<file path="src/include/prot_pkg.sv">
package prot_pkg;

  // Element and breaker counts
  localparam int NUM_ELEM    = 4;
  localparam int NUM_PHASE   = 3;
  localparam int NUM_BREAKER = 2;
  localparam int DELAY_W     = 16;

  // Register byte offsets
  localparam logic [7:0] MASTER_CTRL_OFS = 8'h00;
  localparam logic [7:0] ELEM_EN_OFS     = 8'h04;
  localparam logic [7:0] SUPERV_OFS      = 8'h08;
  localparam logic [7:0] STAGE_INH_OFS   = 8'h0C;
  localparam logic [7:0] SINGLE_PH_OFS   = 8'h10;
  localparam logic [7:0] BRK_MAP_OFS     = 8'h14;
  localparam logic [7:0] STATUS_OFS      = 8'h18;
  localparam logic [7:0] IRQ_STAT_OFS    = 8'h1C;
  localparam logic [7:0] IRQ_MASK_OFS    = 8'h20;
  localparam logic [7:0] DELAY_BASE_OFS  = 8'h40;

  // Master control bit positions
  localparam int MC_PROT_ENABLE     = 0;
  localparam int MC_EXT_BLOCK_PERMIT = 1;
  localparam int MC_PERM_INHIBIT    = 2;
  localparam int MC_EXT_INHIBIT_PERMIT = 3;
  localparam logic [3:0] MASTER_CTRL_RST = 4'h0;

  // Status bit positions
  localparam int ST_GEN_ALARM  = 0;
  localparam int ST_GEN_TRIP   = 1;
  localparam int ST_PROT_BLOCK = 2;
  localparam int ST_CMD_BLOCK  = 3;

  // Interrupt event bit positions
  localparam int IRQ_W         = 3;
  localparam int EV_GEN_ALARM  = 0;
  localparam int EV_GEN_TRIP   = 1;
  localparam int EV_OPEN_ORDER = 2;

  localparam logic [1:0] RESP_OKAY   = 2'h0;
  localparam logic [1:0] RESP_SLVERR = 2'h2;

endpackage : prot_pkg

</file>
<file path="src/protection_trip_aggregator.sv">
`timescale 1ns/100ps

// Notes on behaviour
// Master disabled or blocked silences all outputs; irq still follows sticky irq status and mask
// Permitted external inputs A or B block protection
// Permanent inhibit suppresses every breaker open order
// Permitted external inhibit input suppresses all orders
// Supervision-only elements: local status, no order
// Element alarm follows its fault criterion
// Element trip after continuous fault for delay
// General alarm ORs non-supervision element alarms
// General trip ORs non-supervision element trips
// Element order from trip unless inhibited
// Phase contributions only from single-phase, non-supervision
// Phase alarm ORs element alarms of phase
// Phase trip ORs element trips of phase
// Each breaker ORs its assigned element orders
// Disabled element gives no alarm, trip, order
// Per-stage inhibit suppresses only that order
// Single clock sampling, reset clears all outputs
// Protection block dominates; inhibit touches orders only
module protection_trip_aggregator
#(
  parameter int N_ELEM = prot_pkg::NUM_ELEM,
  parameter int N_PH   = prot_pkg::NUM_PHASE,
  parameter int N_BRK  = prot_pkg::NUM_BREAKER,
  parameter int DLY_W  = prot_pkg::DELAY_W
)
(
  input  wire logic                  aclk,
  input  wire logic                  aresetn,
  // AXI4-Lite slave
  input  wire logic [7:0]            s_axi_awaddr,
  input  wire logic                  s_axi_awvalid,
  output logic                       s_axi_awready,
  input  wire logic [31:0]           s_axi_wdata,
  input  wire logic [3:0]            s_axi_wstrb,
  input  wire logic                  s_axi_wvalid,
  output logic                       s_axi_wready,
  output logic [1:0]                 s_axi_bresp,
  output logic                       s_axi_bvalid,
  input  wire logic                  s_axi_bready,
  input  wire logic [7:0]            s_axi_araddr,
  input  wire logic                  s_axi_arvalid,
  output logic                       s_axi_arready,
  output logic [31:0]                s_axi_rdata,
  output logic [1:0]                 s_axi_rresp,
  output logic                       s_axi_rvalid,
  input  wire logic                  s_axi_rready,
  // Element side
  input  wire logic [N_ELEM-1:0]     fault_detect,
  input  wire logic [N_ELEM*N_PH-1:0] fault_phase,
  input  wire logic                  ext_block_input_a,
  input  wire logic                  ext_block_input_b,
  input  wire logic                  ext_command_inhibit_input,
  // Element results
  output logic [N_ELEM-1:0]          elem_alarm,
  output logic [N_ELEM-1:0]          elem_trip,
  output logic [N_ELEM-1:0]          breaker_open_order,
  output logic                       general_alarm,
  output logic                       general_trip,
  output logic [N_PH-1:0]            phase_alarm,
  output logic [N_PH-1:0]            phase_trip,
  output logic [N_BRK-1:0]           breaker_open_request,
  output logic                       irq
);
  import prot_pkg::*;

  // Settings
  logic [3:0]               master_ctrl_reg;
  logic [N_ELEM-1:0]        elem_en_reg;
  logic [N_ELEM-1:0]        superv_reg;
  logic [N_ELEM-1:0]        stage_inh_reg;
  logic [N_ELEM-1:0]        single_ph_reg;
  logic [N_ELEM*N_BRK-1:0]  brk_map_reg;
  logic [DLY_W-1:0]         delay_reg [N_ELEM];
  logic [DLY_W-1:0]         timer_reg [N_ELEM];
  logic [IRQ_W-1:0]         irq_stat_reg;
  logic [IRQ_W-1:0]         irq_mask_reg;
  logic [IRQ_W-1:0]         event_next;

  // Bus state
  logic        aw_held_reg;
  logic        w_held_reg;
  logic [7:0]  awaddr_reg;
  logic [31:0] wdata_reg;
  logic [3:0]  wstrb_reg;
  logic        wr_fire;
  logic [31:0] rd_data_next;
  logic        rd_ok_next;

  // Blocking conditions
  logic prot_active;
  logic prot_block;
  logic cmd_block;
  logic [N_ELEM-1:0] live;
  logic [N_ELEM-1:0] alarm_next;
  logic [N_ELEM-1:0] trip_next;
  logic [N_ELEM-1:0] order_next;
  logic              gen_alarm_next;
  logic              gen_trip_next;
  logic [N_PH-1:0]   ph_alarm_next;
  logic [N_PH-1:0]   ph_trip_next;
  logic [N_BRK-1:0]  brk_next;

  // Index of an element delay word, or -1 if none
  function automatic int delay_index(input logic [7:0] addr);
    int idx;
    idx = -1;
    for (int k = 0; k < N_ELEM; k++)
    begin
      if (addr == 8'(DELAY_BASE_OFS + 8'(4 * k)))
      begin
        idx = k;
      end
    end
    return idx;
  endfunction : delay_index

  // Protection block: disabled, or permitted external block
  assign prot_block = (master_ctrl_reg[MC_EXT_BLOCK_PERMIT]
                       && (ext_block_input_a || ext_block_input_b));
  assign prot_active = master_ctrl_reg[MC_PROT_ENABLE] && !prot_block;
  // Command inhibit never reaches alarms or trips
  assign cmd_block = master_ctrl_reg[MC_PERM_INHIBIT]
                     || (master_ctrl_reg[MC_EXT_INHIBIT_PERMIT]
                         && ext_command_inhibit_input);
  assign live = elem_en_reg & {N_ELEM{prot_active}};

  // Per-element definite-time stage
  genvar g;
  generate
    for (g = 0; g < N_ELEM; g++)
    begin : g_elem
      // Timer restarts whenever the fault drops out
      always_ff @(posedge aclk)
      begin
        if (!aresetn)
          timer_reg[g] <= '0;
        else if (!(live[g] && fault_detect[g]))
          timer_reg[g] <= '0;
        else if (timer_reg[g] != delay_reg[g])
          timer_reg[g] <= timer_reg[g] + 1'b1;
      end
      assign alarm_next[g] = live[g] && fault_detect[g];
      // Trip needs the fault still present once the delay is reached
      assign trip_next[g] = alarm_next[g] && (timer_reg[g] == delay_reg[g]);
      assign order_next[g] = trip_next[g] && !superv_reg[g]
                             && !stage_inh_reg[g] && !cmd_block;
    end
  endgenerate

  // Collective and phase signals
  always_comb
  begin
    gen_alarm_next = |(alarm_next & ~superv_reg);
    gen_trip_next  = |(trip_next & ~superv_reg);
    ph_alarm_next  = '0;
    ph_trip_next   = '0;
    brk_next       = '0;
    for (int e = 0; e < N_ELEM; e++)
    begin
      if (single_ph_reg[e] && !superv_reg[e])
      begin
        for (int p = 0; p < N_PH; p++)
        begin
          ph_alarm_next[p] = ph_alarm_next[p]
                             || (alarm_next[e] && fault_phase[e*N_PH+p]);
          ph_trip_next[p]  = ph_trip_next[p]
                             || (trip_next[e] && fault_phase[e*N_PH+p]);
        end
      end
      for (int b = 0; b < N_BRK; b++)
      begin
        brk_next[b] = brk_next[b] || (order_next[e] && brk_map_reg[b*N_ELEM+e]);
      end
    end
  end

  // Registered outputs, cleared by reset
  always_ff @(posedge aclk)
  begin
    if (!aresetn)
    begin
      elem_alarm           <= '0;
      elem_trip            <= '0;
      breaker_open_order   <= '0;
      general_alarm        <= 1'b0;
      general_trip         <= 1'b0;
      phase_alarm          <= '0;
      phase_trip           <= '0;
      breaker_open_request <= '0;
    end
    else
    begin
      elem_alarm           <= alarm_next;
      elem_trip            <= trip_next;
      breaker_open_order   <= order_next;
      general_alarm        <= gen_alarm_next;
      general_trip         <= gen_trip_next;
      phase_alarm          <= ph_alarm_next;
      phase_trip           <= ph_trip_next;
      breaker_open_request <= brk_next;
    end
  end

  // Rising edges of collective results raise events
  assign event_next[EV_GEN_ALARM]  = gen_alarm_next && !general_alarm;
  assign event_next[EV_GEN_TRIP]   = gen_trip_next && !general_trip;
  assign event_next[EV_OPEN_ORDER] = (|brk_next) && !(|breaker_open_request);

  // Write channel capture, address and data in either order
  assign wr_fire = aw_held_reg && w_held_reg && !s_axi_bvalid;
  always_ff @(posedge aclk)
  begin
    if (!aresetn)
    begin
      aw_held_reg <= 1'b0;
      w_held_reg  <= 1'b0;
      awaddr_reg  <= '0;
      wdata_reg   <= '0;
      wstrb_reg   <= '0;
    end
    else
    begin
      if (s_axi_awvalid && s_axi_awready)
      begin
        aw_held_reg <= 1'b1;
        awaddr_reg  <= s_axi_awaddr;
      end
      else if (wr_fire)
        aw_held_reg <= 1'b0;
      if (s_axi_wvalid && s_axi_wready)
      begin
        w_held_reg <= 1'b1;
        wdata_reg  <= s_axi_wdata;
        wstrb_reg  <= s_axi_wstrb;
      end
      else if (wr_fire)
        w_held_reg <= 1'b0;
    end
  end

  // Ready only while the channel slot is free
  always_ff @(posedge aclk)
  begin
    if (!aresetn)
    begin
      s_axi_awready <= 1'b0;
      s_axi_wready  <= 1'b0;
    end
    else
    begin
      s_axi_awready <= !aw_held_reg && !(s_axi_awvalid && s_axi_awready);
      s_axi_wready  <= !w_held_reg && !(s_axi_wvalid && s_axi_wready);
    end
  end

  // Setting registers; only byte lane 0 matters for the narrow fields
  always_ff @(posedge aclk)
  begin
    if (!aresetn)
    begin
      master_ctrl_reg <= MASTER_CTRL_RST;
      elem_en_reg     <= '0;
      superv_reg      <= '0;
      stage_inh_reg   <= '0;
      single_ph_reg   <= '0;
      brk_map_reg     <= '0;
      irq_mask_reg    <= '0;
      for (int k = 0; k < N_ELEM; k++)
        delay_reg[k] <= '0;
    end
    else if (wr_fire && wstrb_reg[0])
    begin
      if (awaddr_reg == MASTER_CTRL_OFS)
        master_ctrl_reg <= wdata_reg[3:0];
      else if (awaddr_reg == ELEM_EN_OFS)
        elem_en_reg <= wdata_reg[N_ELEM-1:0];
      else if (awaddr_reg == SUPERV_OFS)
        superv_reg <= wdata_reg[N_ELEM-1:0];
      else if (awaddr_reg == STAGE_INH_OFS)
        stage_inh_reg <= wdata_reg[N_ELEM-1:0];
      else if (awaddr_reg == SINGLE_PH_OFS)
        single_ph_reg <= wdata_reg[N_ELEM-1:0];
      else if (awaddr_reg == BRK_MAP_OFS)
        brk_map_reg <= wdata_reg[N_ELEM*N_BRK-1:0];
      else if (awaddr_reg == IRQ_MASK_OFS)
        irq_mask_reg <= wdata_reg[IRQ_W-1:0];
      else if (delay_index(awaddr_reg) >= 0)
        delay_reg[delay_index(awaddr_reg)] <= wdata_reg[DLY_W-1:0];
    end
  end

  // Sticky events; a new event wins over a write-one clear
  always_ff @(posedge aclk)
  begin
    if (!aresetn)
      irq_stat_reg <= '0;
    else if (wr_fire && wstrb_reg[0] && awaddr_reg == IRQ_STAT_OFS)
      irq_stat_reg <= (irq_stat_reg & ~wdata_reg[IRQ_W-1:0]) | event_next;
    else
      irq_stat_reg <= irq_stat_reg | event_next;
  end

  always_ff @(posedge aclk)
  begin
    if (!aresetn)
      irq <= 1'b0;
    else
      irq <= |(irq_stat_reg & irq_mask_reg);
  end

  // Write response; unmapped addresses answer SLVERR
  always_ff @(posedge aclk)
  begin
    if (!aresetn)
    begin
      s_axi_bvalid <= 1'b0;
      s_axi_bresp  <= RESP_OKAY;
    end
    else if (wr_fire)
    begin
      s_axi_bvalid <= 1'b1;
      if (awaddr_reg == MASTER_CTRL_OFS || awaddr_reg == ELEM_EN_OFS
          || awaddr_reg == SUPERV_OFS || awaddr_reg == STAGE_INH_OFS
          || awaddr_reg == SINGLE_PH_OFS || awaddr_reg == BRK_MAP_OFS
          || awaddr_reg == IRQ_MASK_OFS || awaddr_reg == IRQ_STAT_OFS
          || awaddr_reg == STATUS_OFS || delay_index(awaddr_reg) >= 0)
        s_axi_bresp <= RESP_OKAY;
      else
        s_axi_bresp <= RESP_SLVERR;
    end
    else if (s_axi_bready)
      s_axi_bvalid <= 1'b0;
  end

  // Read decode
  always_comb
  begin
    rd_data_next = '0;
    rd_ok_next   = 1'b1;
    if (s_axi_araddr == MASTER_CTRL_OFS)
      rd_data_next[3:0] = master_ctrl_reg;
    else if (s_axi_araddr == ELEM_EN_OFS)
      rd_data_next[N_ELEM-1:0] = elem_en_reg;
    else if (s_axi_araddr == SUPERV_OFS)
      rd_data_next[N_ELEM-1:0] = superv_reg;
    else if (s_axi_araddr == STAGE_INH_OFS)
      rd_data_next[N_ELEM-1:0] = stage_inh_reg;
    else if (s_axi_araddr == SINGLE_PH_OFS)
      rd_data_next[N_ELEM-1:0] = single_ph_reg;
    else if (s_axi_araddr == BRK_MAP_OFS)
      rd_data_next[N_ELEM*N_BRK-1:0] = brk_map_reg;
    else if (s_axi_araddr == STATUS_OFS)
    begin
      rd_data_next[ST_GEN_ALARM]  = general_alarm;
      rd_data_next[ST_GEN_TRIP]   = general_trip;
      rd_data_next[ST_PROT_BLOCK] = !prot_active;
      rd_data_next[ST_CMD_BLOCK]  = cmd_block;
    end
    else if (s_axi_araddr == IRQ_STAT_OFS)
      rd_data_next[IRQ_W-1:0] = irq_stat_reg;
    else if (s_axi_araddr == IRQ_MASK_OFS)
      rd_data_next[IRQ_W-1:0] = irq_mask_reg;
    else if (delay_index(s_axi_araddr) >= 0)
      rd_data_next[DLY_W-1:0] = delay_reg[delay_index(s_axi_araddr)];
    else
      rd_ok_next = 1'b0;
  end

  // Read channel: address taken, data one cycle later
  always_ff @(posedge aclk)
  begin
    if (!aresetn)
    begin
      s_axi_arready <= 1'b0;
      s_axi_rvalid  <= 1'b0;
      s_axi_rdata   <= '0;
      s_axi_rresp   <= RESP_OKAY;
    end
    else
    begin
      s_axi_arready <= !s_axi_rvalid && !s_axi_arready && s_axi_arvalid;
      if (s_axi_arvalid && s_axi_arready)
      begin
        s_axi_rvalid <= 1'b1;
        s_axi_rdata  <= rd_data_next;
        s_axi_rresp  <= rd_ok_next ? RESP_OKAY : RESP_SLVERR;
      end
      else if (s_axi_rready)
        s_axi_rvalid <= 1'b0;
    end
  end

endmodule : protection_trip_aggregator

</file>
<file path="config.mk">
export PLATFORM = sky130hd
export DESIGN_NAME = protection_trip_aggregator
export DESIGN_NICKNAME = d
export VERILOG_FILES = /design/src/include/prot_pkg.sv /design/src/protection_trip_aggregator.sv
export SDC_FILE = /design/constraint.sdc
export NUM_CORES = 1
export LEC_CHECK = 0
export BUFFER_PORTS_ARGS = -buffer_cell sky130_fd_sc_hd__buf_2
export CORE_ASPECT_RATIO = 1.25
export CORE_MARGIN = 2
export CORE_UTILIZATION = 40
export DETAILED_ROUTE_END_ITERATION = 8
export PLACE_DENSITY = 0.68
export SYNTH_ARGS = -nofsm -noshare
export SYNTH_HDL_FRONTEND = slang
export SYNTH_SLANG_ARGS = --single-unit
</file>
<file path="constraint.sdc">
create_clock -name aclk -period 2.4 [get_ports aclk]
set_clock_uncertainty 0.15 [all_clocks]
set_input_delay 0.48 -clock aclk [delete_from_list [all_inputs] [get_ports aclk]]
set_output_delay 0.48 -clock aclk [all_outputs]
set_load 0.03 [all_outputs]
</file>
==> results.json, run 1 <==
{
  "n_antenna_cell": 0,
  "syn-cell-area_um2": 11400,
  "die_width_um": 155,
  "worstSetupEndpointType": "flop",
  "vias_in_the_first_global_route": 8548,
  "cap_violations": 0,
  "worst_ep_required_time_ns": 2.70,
  "dominant_combinational_cell_family_by_area_after_synthesis": "simple AND/OR/NAND/NOR gates",
  "place.port_buffers": 104,
  "clock_tree_buffer_depth": 3,
  "synth.ff_latch_count": 235,
  "synth_compound_area_share_pct": 6.80,
  "critical_path.startpoint_type": "flop",
  "cpLargestDelayFamily": "simple AND/OR/NAND/NOR gates",
  "synth_simple_gate_area_share_pct": 21.5,
  "hold_viol": 0,
  "setup_total_negative_slack_ns": 0,
  "drc": 0,
  "seq_area_frac_synth_pct": 52.5,
  "synthFlopType": "edfxtp_1",
  "cp.buffers_inverters": 1,
  "clk-insertion-delay-late_ns": 0.52,
  "antenna_found_initial": 0,
  "ant_nets": 0,
  "yosys.cell_types.count": 77,
  "grt_pass1_wl_um": 47700,
  "number_of_enable_type_register_cells_in_the_synthesized_netlist": 128,
  "cts-root-buf": "clkbuf_16",
  "floorplan.die_area_um2": 29900,
  "share_of_layout_cells_above_drive_strength_1_pct": 22.4,
  "largest_fanout_on_the_critical_path": 4,
  "path_cells": "xor2_1, nor4_2, nand4_2, buf_4, o32a_1, nor2b_1, o2bb2ai_1",
  "critical_path.slowest_cell": "edfxtp_1",
  "first_iter_violations": 684,
  "gp_congestion": 0.940,
  "max_clock_freq_mhz": 438,
  "design.portCount": 142,
  "vdd_ir_drop_max_v": 0.000586,
  "dp_hpwl_um": 23100,
  "drv_slew": 0,
  "grt_setup_unrepaired": "true",
  "total_leakage_power_nw": 5.84,
  "rows": 69,
  "finish.net_count": 1338,
  "htree_levels": 1,
  "mean_post_synth_cell_area_um2": 10.5,
  "yosys-mux-area-fraction_pct": 6.04,
  "min_period_ns": 2.29,
  "critical_path_start_end_classification": "reg2reg",
  "routed_via_density": 5.42,
  "tritoncts": "yes",
  "setup_viol": 0,
  "cell_area_power_density_nw_per_um2": 636,
  "run_status": "finished, final reports clean",
  "syn_to_final_growth_pct": 21.0,
  "final.period_utilization_pct": 95.2,
  "wirelength_um": 31200,
  "detail_route.first_pass.iterations": 5,
  "ys_warn_count": 0,
  "synthesis.instances": 1082,
  "arrival_ns": 2.58,
  "synth_async_sr_flop_share_pct": 0,
  "worst_slew_pin_slew_ns": 0.725,
  "grt.total_usage_pct": 20.6,
  "clock-sinks": 235,
  "largest_net_degree_at_the_start_of_global_routing": 49,
  "numCtsBuffers": 24,
  "global_route.overflow_total": 0,
  "stdcell_area_um2": 13800,
  "worst_hold_class": "in2reg",
  "timing.max_slew.rel_slack_pct": 51.5,
  "floorplan.initialDensity_pct": 40.4,
  "clk_pin_slew_ns": 0.07,
  "slowest_delay_ns": 0.49,
  "core_region_area_um2": 28200,
  "synth-xor-area-share_pct": 9.21,
  "detailed_route_wire_length_per_cell_um": 19.2,
  "vertical_die_dimension_um": 193,
  "synth-adder-area-share_pct": 0.439,
  "vias": 8837,
  "dpl-instance-area_um2": 12900
}
-- final timing paths --
kind / from / to / slack, ns / depth (start not counted)
worst max register to register: delay_reg[3][12]$_DFFE_PP_ / breaker_open_request[0]$_SDFF_PN0_ / 0.11 / 7
worst min-delay path: s_axi_wdata[9] / wdata_reg[9]$_SDFFE_PN0P_ / 0.05 / 3
worst min register to register: s_axi_rvalid$_SDFFE_PN0P_ / s_axi_arready$_SDFF_PN0_ / 0.30 / 1
worst max-delay path: delay_reg[3][12]$_DFFE_PP_ / breaker_open_request[0]$_SDFF_PN0_ / 0.11 / 7
-- final cells by class --
type                    instances  area (µm²)
multi-input cells             785        5140
flip-flops and latches        235        5990
well taps                     355         444
fillers                      2511       14400
clock buffers                  36         791
inverters                      14        52.6
repair buffers                196        1320
clock inverters                 8        62.6
-- timing repair --
| item | CTS | global route |
|---|---|---|
| pin swaps | 0 | 3 |
| hold buffers | 0 | 0 |
| gates cloned | 0 | 0 |
| buffers inserted | 0 | 5 |
| endpoints found under the setup margin | 17 | 20 |
| gates resized for setup | 1 | 8 |
-- layer usage --
metal,share of wire (%),vias to the layer above,GRT usage [%]
met5,0,-,0
met4,4.6,0,9.40
met2,50,325,36.5
met1,40,4266,24.8
met3,5.6,69,2.74
li1,-,4177,-
-- worst min-delay path, stage by stage --
cell,delay (ns)
buf_2,0.09
nand2_1,0.05
a21oi_1,0.05
-- cell usage in the layout (no fill, tap or decap), types with 47 or more instances in the layout --
master and instances:
nor2_1 128, edfxtp_1 128, nand2_1 107, dfxtp_1 107, buf_2 104, xor2_1 88
buf_4 83, and3_1 59, a21oi_1 51, nand3_1 47
-- cell usage after synthesis, types with 3 or more instances --
library cell    n  area share [%]
mux4_2         11             2.2
a41oi_1         4            0.31
nor4b_1         4            0.31
mux2i_1        28             2.5
xnor2_1        32             2.5
nor2_1        129             4.2
buf_1           4            0.13
nor3_1         14            0.61
nor4_2          5            0.55
nand4_1        10            0.55
or3_1           3            0.16
a21oi_1        51             2.2
dfxtp_1       107              19
xor2_1         88             6.8
clkbuf_1       30            0.99
buf_4          18             1.2
a22o_1          8            0.61
buf_2           9            0.39
nor4_1         14            0.77
o22ai_1         9            0.49
and4_1          3            0.23
mux2_2          5            0.49
edfxtp_1      128              34
nand2b_1        6            0.33
and2_1         41             2.2
ha_1            4            0.44
buf_6           3            0.30
a22oi_1         3            0.20
o21ai_0        17            0.75
o21a_1          4            0.26
nor2b_1         3            0.16
mux4_1          4            0.92
nand3_1        47             2.1
inv_1          13            0.43
or2_2           3            0.16
nand2_1       107             3.5
and3_1         59             3.2
-- kinds of logic (layout without fill, tap and decap cells) --
family	after synthesis	count (layout)
buf+inv	79	254
other cells	1	18
simple gates	473	473
compound gates	122	122
fa+ha+maj	4	4
xor+xnor	120	120
flops	235	235
mux	48	48
-- stage by stage --
stage               instances  utilization (%)  hold slack [ns]  setup WS, ns  power [mW]
floorplan                1099                -            0.284        0.0333        4.72
global placement         1580             45.5            0.282        0.0282        4.91
detailed placement       1580             45.5            0.292      -0.00222        4.92
CTS                      1624             48.6           0.0367        0.0247        8.82
global route             1629             48.9           0.0516       0.00778        9.02
finish                   1629             48.9           0.0480         0.115        8.78
-- report_power, final --
part / internal [mW] / total (mW) / switching (mW) / leakage [nW]
Clock: 2.38 / 3.94 / 1.56 / 0.427
Combinational: 0.162 / 0.463 / 0.301 / 3.10
Sequential: 4.28 / 4.37 / 0.0901 / 2.32
No activity file was read; power rests on OpenSTA's default activity.
==> run 2: changes to the inputs <==
--- a/config.mk
+++ b/config.mk
@@ -5,12 +5,12 @@
 export SDC_FILE = /design/constraint.sdc
 export NUM_CORES = 1
 export LEC_CHECK = 0
-export BUFFER_PORTS_ARGS = -buffer_cell sky130_fd_sc_hd__buf_2
 export CORE_ASPECT_RATIO = 1.25
-export CORE_MARGIN = 2
+export CORE_MARGIN = 1
 export CORE_UTILIZATION = 40
 export DETAILED_ROUTE_END_ITERATION = 8
-export PLACE_DENSITY = 0.68
+export DONT_BUFFER_PORTS = 1
+export PLACE_DENSITY = 0.63
 export SYNTH_ARGS = -nofsm -noshare
 export SYNTH_HDL_FRONTEND = slang
 export SYNTH_SLANG_ARGS = --single-unit
==> run 2 against run 1 <==
Design area fell by 1.4%. Maximum frequency fell by 2.7%. Hold slack got worse by 0.020 ns. Non-clock buffer count fell by 70. Cell count fell by 4.5%. Clock power rose by 2%. First-iteration DRC count fell by 7.2%. Die area fell by 2.3%.
==> results.json, run 2 (synthesized netlist as in run 1, its figures left out) <==
{
  "gp_congestion": 0.907,
  "detail_route.first_pass.iterations": 5,
  "vertical_die_dimension_um": 191,
  "htree_levels": 1,
  "syn_to_final_growth_pct": 19.3,
  "vdd_ir_drop_max_v": 0.000477,
  "routed_via_density": 5.43,
  "ant_nets": 0,
  "design.portCount": 142,
  "p_total_mw": 8.80,
  "finish.net_count": 1269,
  "critical_path_start_end_classification": "reg2reg",
  "grt.total_usage_pct": 21.2,
  "rr_startpoint": "timer_reg[0][4]$_SDFFCE_PN0P_",
  "final_cell_mix": "nor2_1, edfxtp_1, nand2_1, dfxtp_1",
  "vias": 8450,
  "drc": 0,
  "die_width_um": 153,
  "final_cell_count_no_fill": 1555,
  "preCtsSetupSlack_ns": 0.0205,
  "total_leakage_power_nw": 5.50,
  "drv_slew": 0,
  "max_clock_freq_mhz": 426,
  "placedCellCount": 1476,
  "setup_viol": 0,
  "grt_setup_unrepaired": "true",
  "largest_fanout_on_the_critical_path": 4,
  "arrival_ns": 2.64,
  "first_iter_violations": 635,
  "finish.utilization_pct": 48.9,
  "hold_viol": 0,
  "global_route.overflow_total": 0,
  "post-route-worst-setup-slack_ns": 0.0510,
  "worst_setup_path_startpoint": "timer_reg[0][4]$_SDFFCE_PN0P_",
  "detailed_route_wire_length_per_cell_um": 19.9,
  "wirelength_um": 31000,
  "clk-insertion-delay-late_ns": 0.52,
  "clock_tree_buffer_depth": 3,
  "r2r_end": "irq_stat_reg[2]$_SDFF_PN0_",
  "clock-sinks": 235,
  "timing.max_slew.rel_slack_pct": 54.8,
  "numCtsBuffers": 25,
  "share_of_layout_cells_above_drive_strength_1_pct": 15.4,
  "dpl-instance-area_um2": 12400,
  "cts-root-buf": "clkbuf_16",
  "worst_ep_required_time_ns": 2.69,
  "vias_in_the_first_global_route": 8339,
  "ff2ff_path_depth": 7,
  "worst_hold_class": "in2reg",
  "clk_pin_slew_ns": 0.06,
  "floorplan.die_area_um2": 29200,
  "run_status": "finished, final reports clean",
  "core_region_area_um2": 27800,
  "floorplan.initialDensity_pct": 41.0,
  "grt_pass1_wl_um": 47400,
  "worstSetupEndpointType": "flop",
  "setup_total_negative_slack_ns": 0,
  "cap_violations": 0,
  "dp_hpwl_um": 22900,
  "final.period_utilization_pct": 97.9,
  "n_antenna_cell": 0,
  "worstSetupEndpoint": "irq_stat_reg[2]$_SDFF_PN0_",
  "stdcell_area_um2": 13600,
  "min_period_ns": 2.35,
  "place.port_buffers": 0,
  "antenna_found_initial": 0,
  "tritoncts": "yes",
  "post_route_worst_hold_slack_ns": 0.0279,
  "cell_area_power_density_nw_per_um2": 646,
  "regToRegSetupSlack_ns": 0.05,
  "largest_net_degree_at_the_start_of_global_routing": 49,
  "worst_slew_pin_slew_ns": 0.675,
  "rows": 68,
  "critical_path.startpoint_type": "flop"
}
run 2: cell count changes in the layout (fill, tap and decap cells not counted), sizes merged:
cell         change
dlygate4sd3     +29
buf             -99
bufinv           +3
clkbuf           -3
clkinv           +1
run 2: critical path, cell delays in order, from the launching register on:
cell and delay, ns:
edfxtp_1 0.46, xor2_1 0.21, nor4_2 0.38, nand4_2 0.28
buf_4 0.25, nor4b_4 0.27, nor2_1 0.08, a41oi_1 0.20
run 2: worst min-delay path by stage:
stage                        startpoint                   endpoint  cells past startpoint
2_1_floorplan   w_held_reg$_SDFFE_PN0P_    s_axi_wready$_SDFF_PN0_                      1
3_3_place_gp   aw_held_reg$_SDFFE_PN0P_   s_axi_awready$_SDFF_PN0_                      1
3_5_place_dp   aw_held_reg$_SDFFE_PN0P_   s_axi_awready$_SDFF_PN0_                      1
4_1_cts                  fault_phase[4]  phase_alarm[1]$_SDFF_PN0_                      2
5_1_grt                  fault_phase[3]  phase_alarm[0]$_SDFF_PN0_                      2
6_report                 fault_phase[3]  phase_alarm[0]$_SDFF_PN0_                      2
run 2: cell type report:
type	instances	area, µm²
clock buffer	33	686
fill	2524	14200
sequential	235	5990
timing repair buffer	126	1120
clock inverter	12	160
tap	350	438
multi-input combinational	785	5170
inverter	14	52.6
run 2: where the power goes:
group	switching, mW	internal (mW)	total [mW]
combinational	0.234	0.154	0.388
clock	1.58	2.43	4.01
sequential	0.118	4.29	4.40
run 2: what timing repair did:
item / CTS / global route
hold endpoints to repair: 41 / 0
setup buffers: 0 / 5
endpoints found under the setup margin: 0 / 68
gates resized for setup: 0 / 15
hold buffers: 29 / 0
run 2: layer usage:
layer	vias up	track usage (%)	routed length (µm)
li1	4038	-	-
met2	285	38.2	15800
met4	0	10.1	1570
met5	-	0	0
met3	82	3.80	1830
met1	4045	24.3	11800
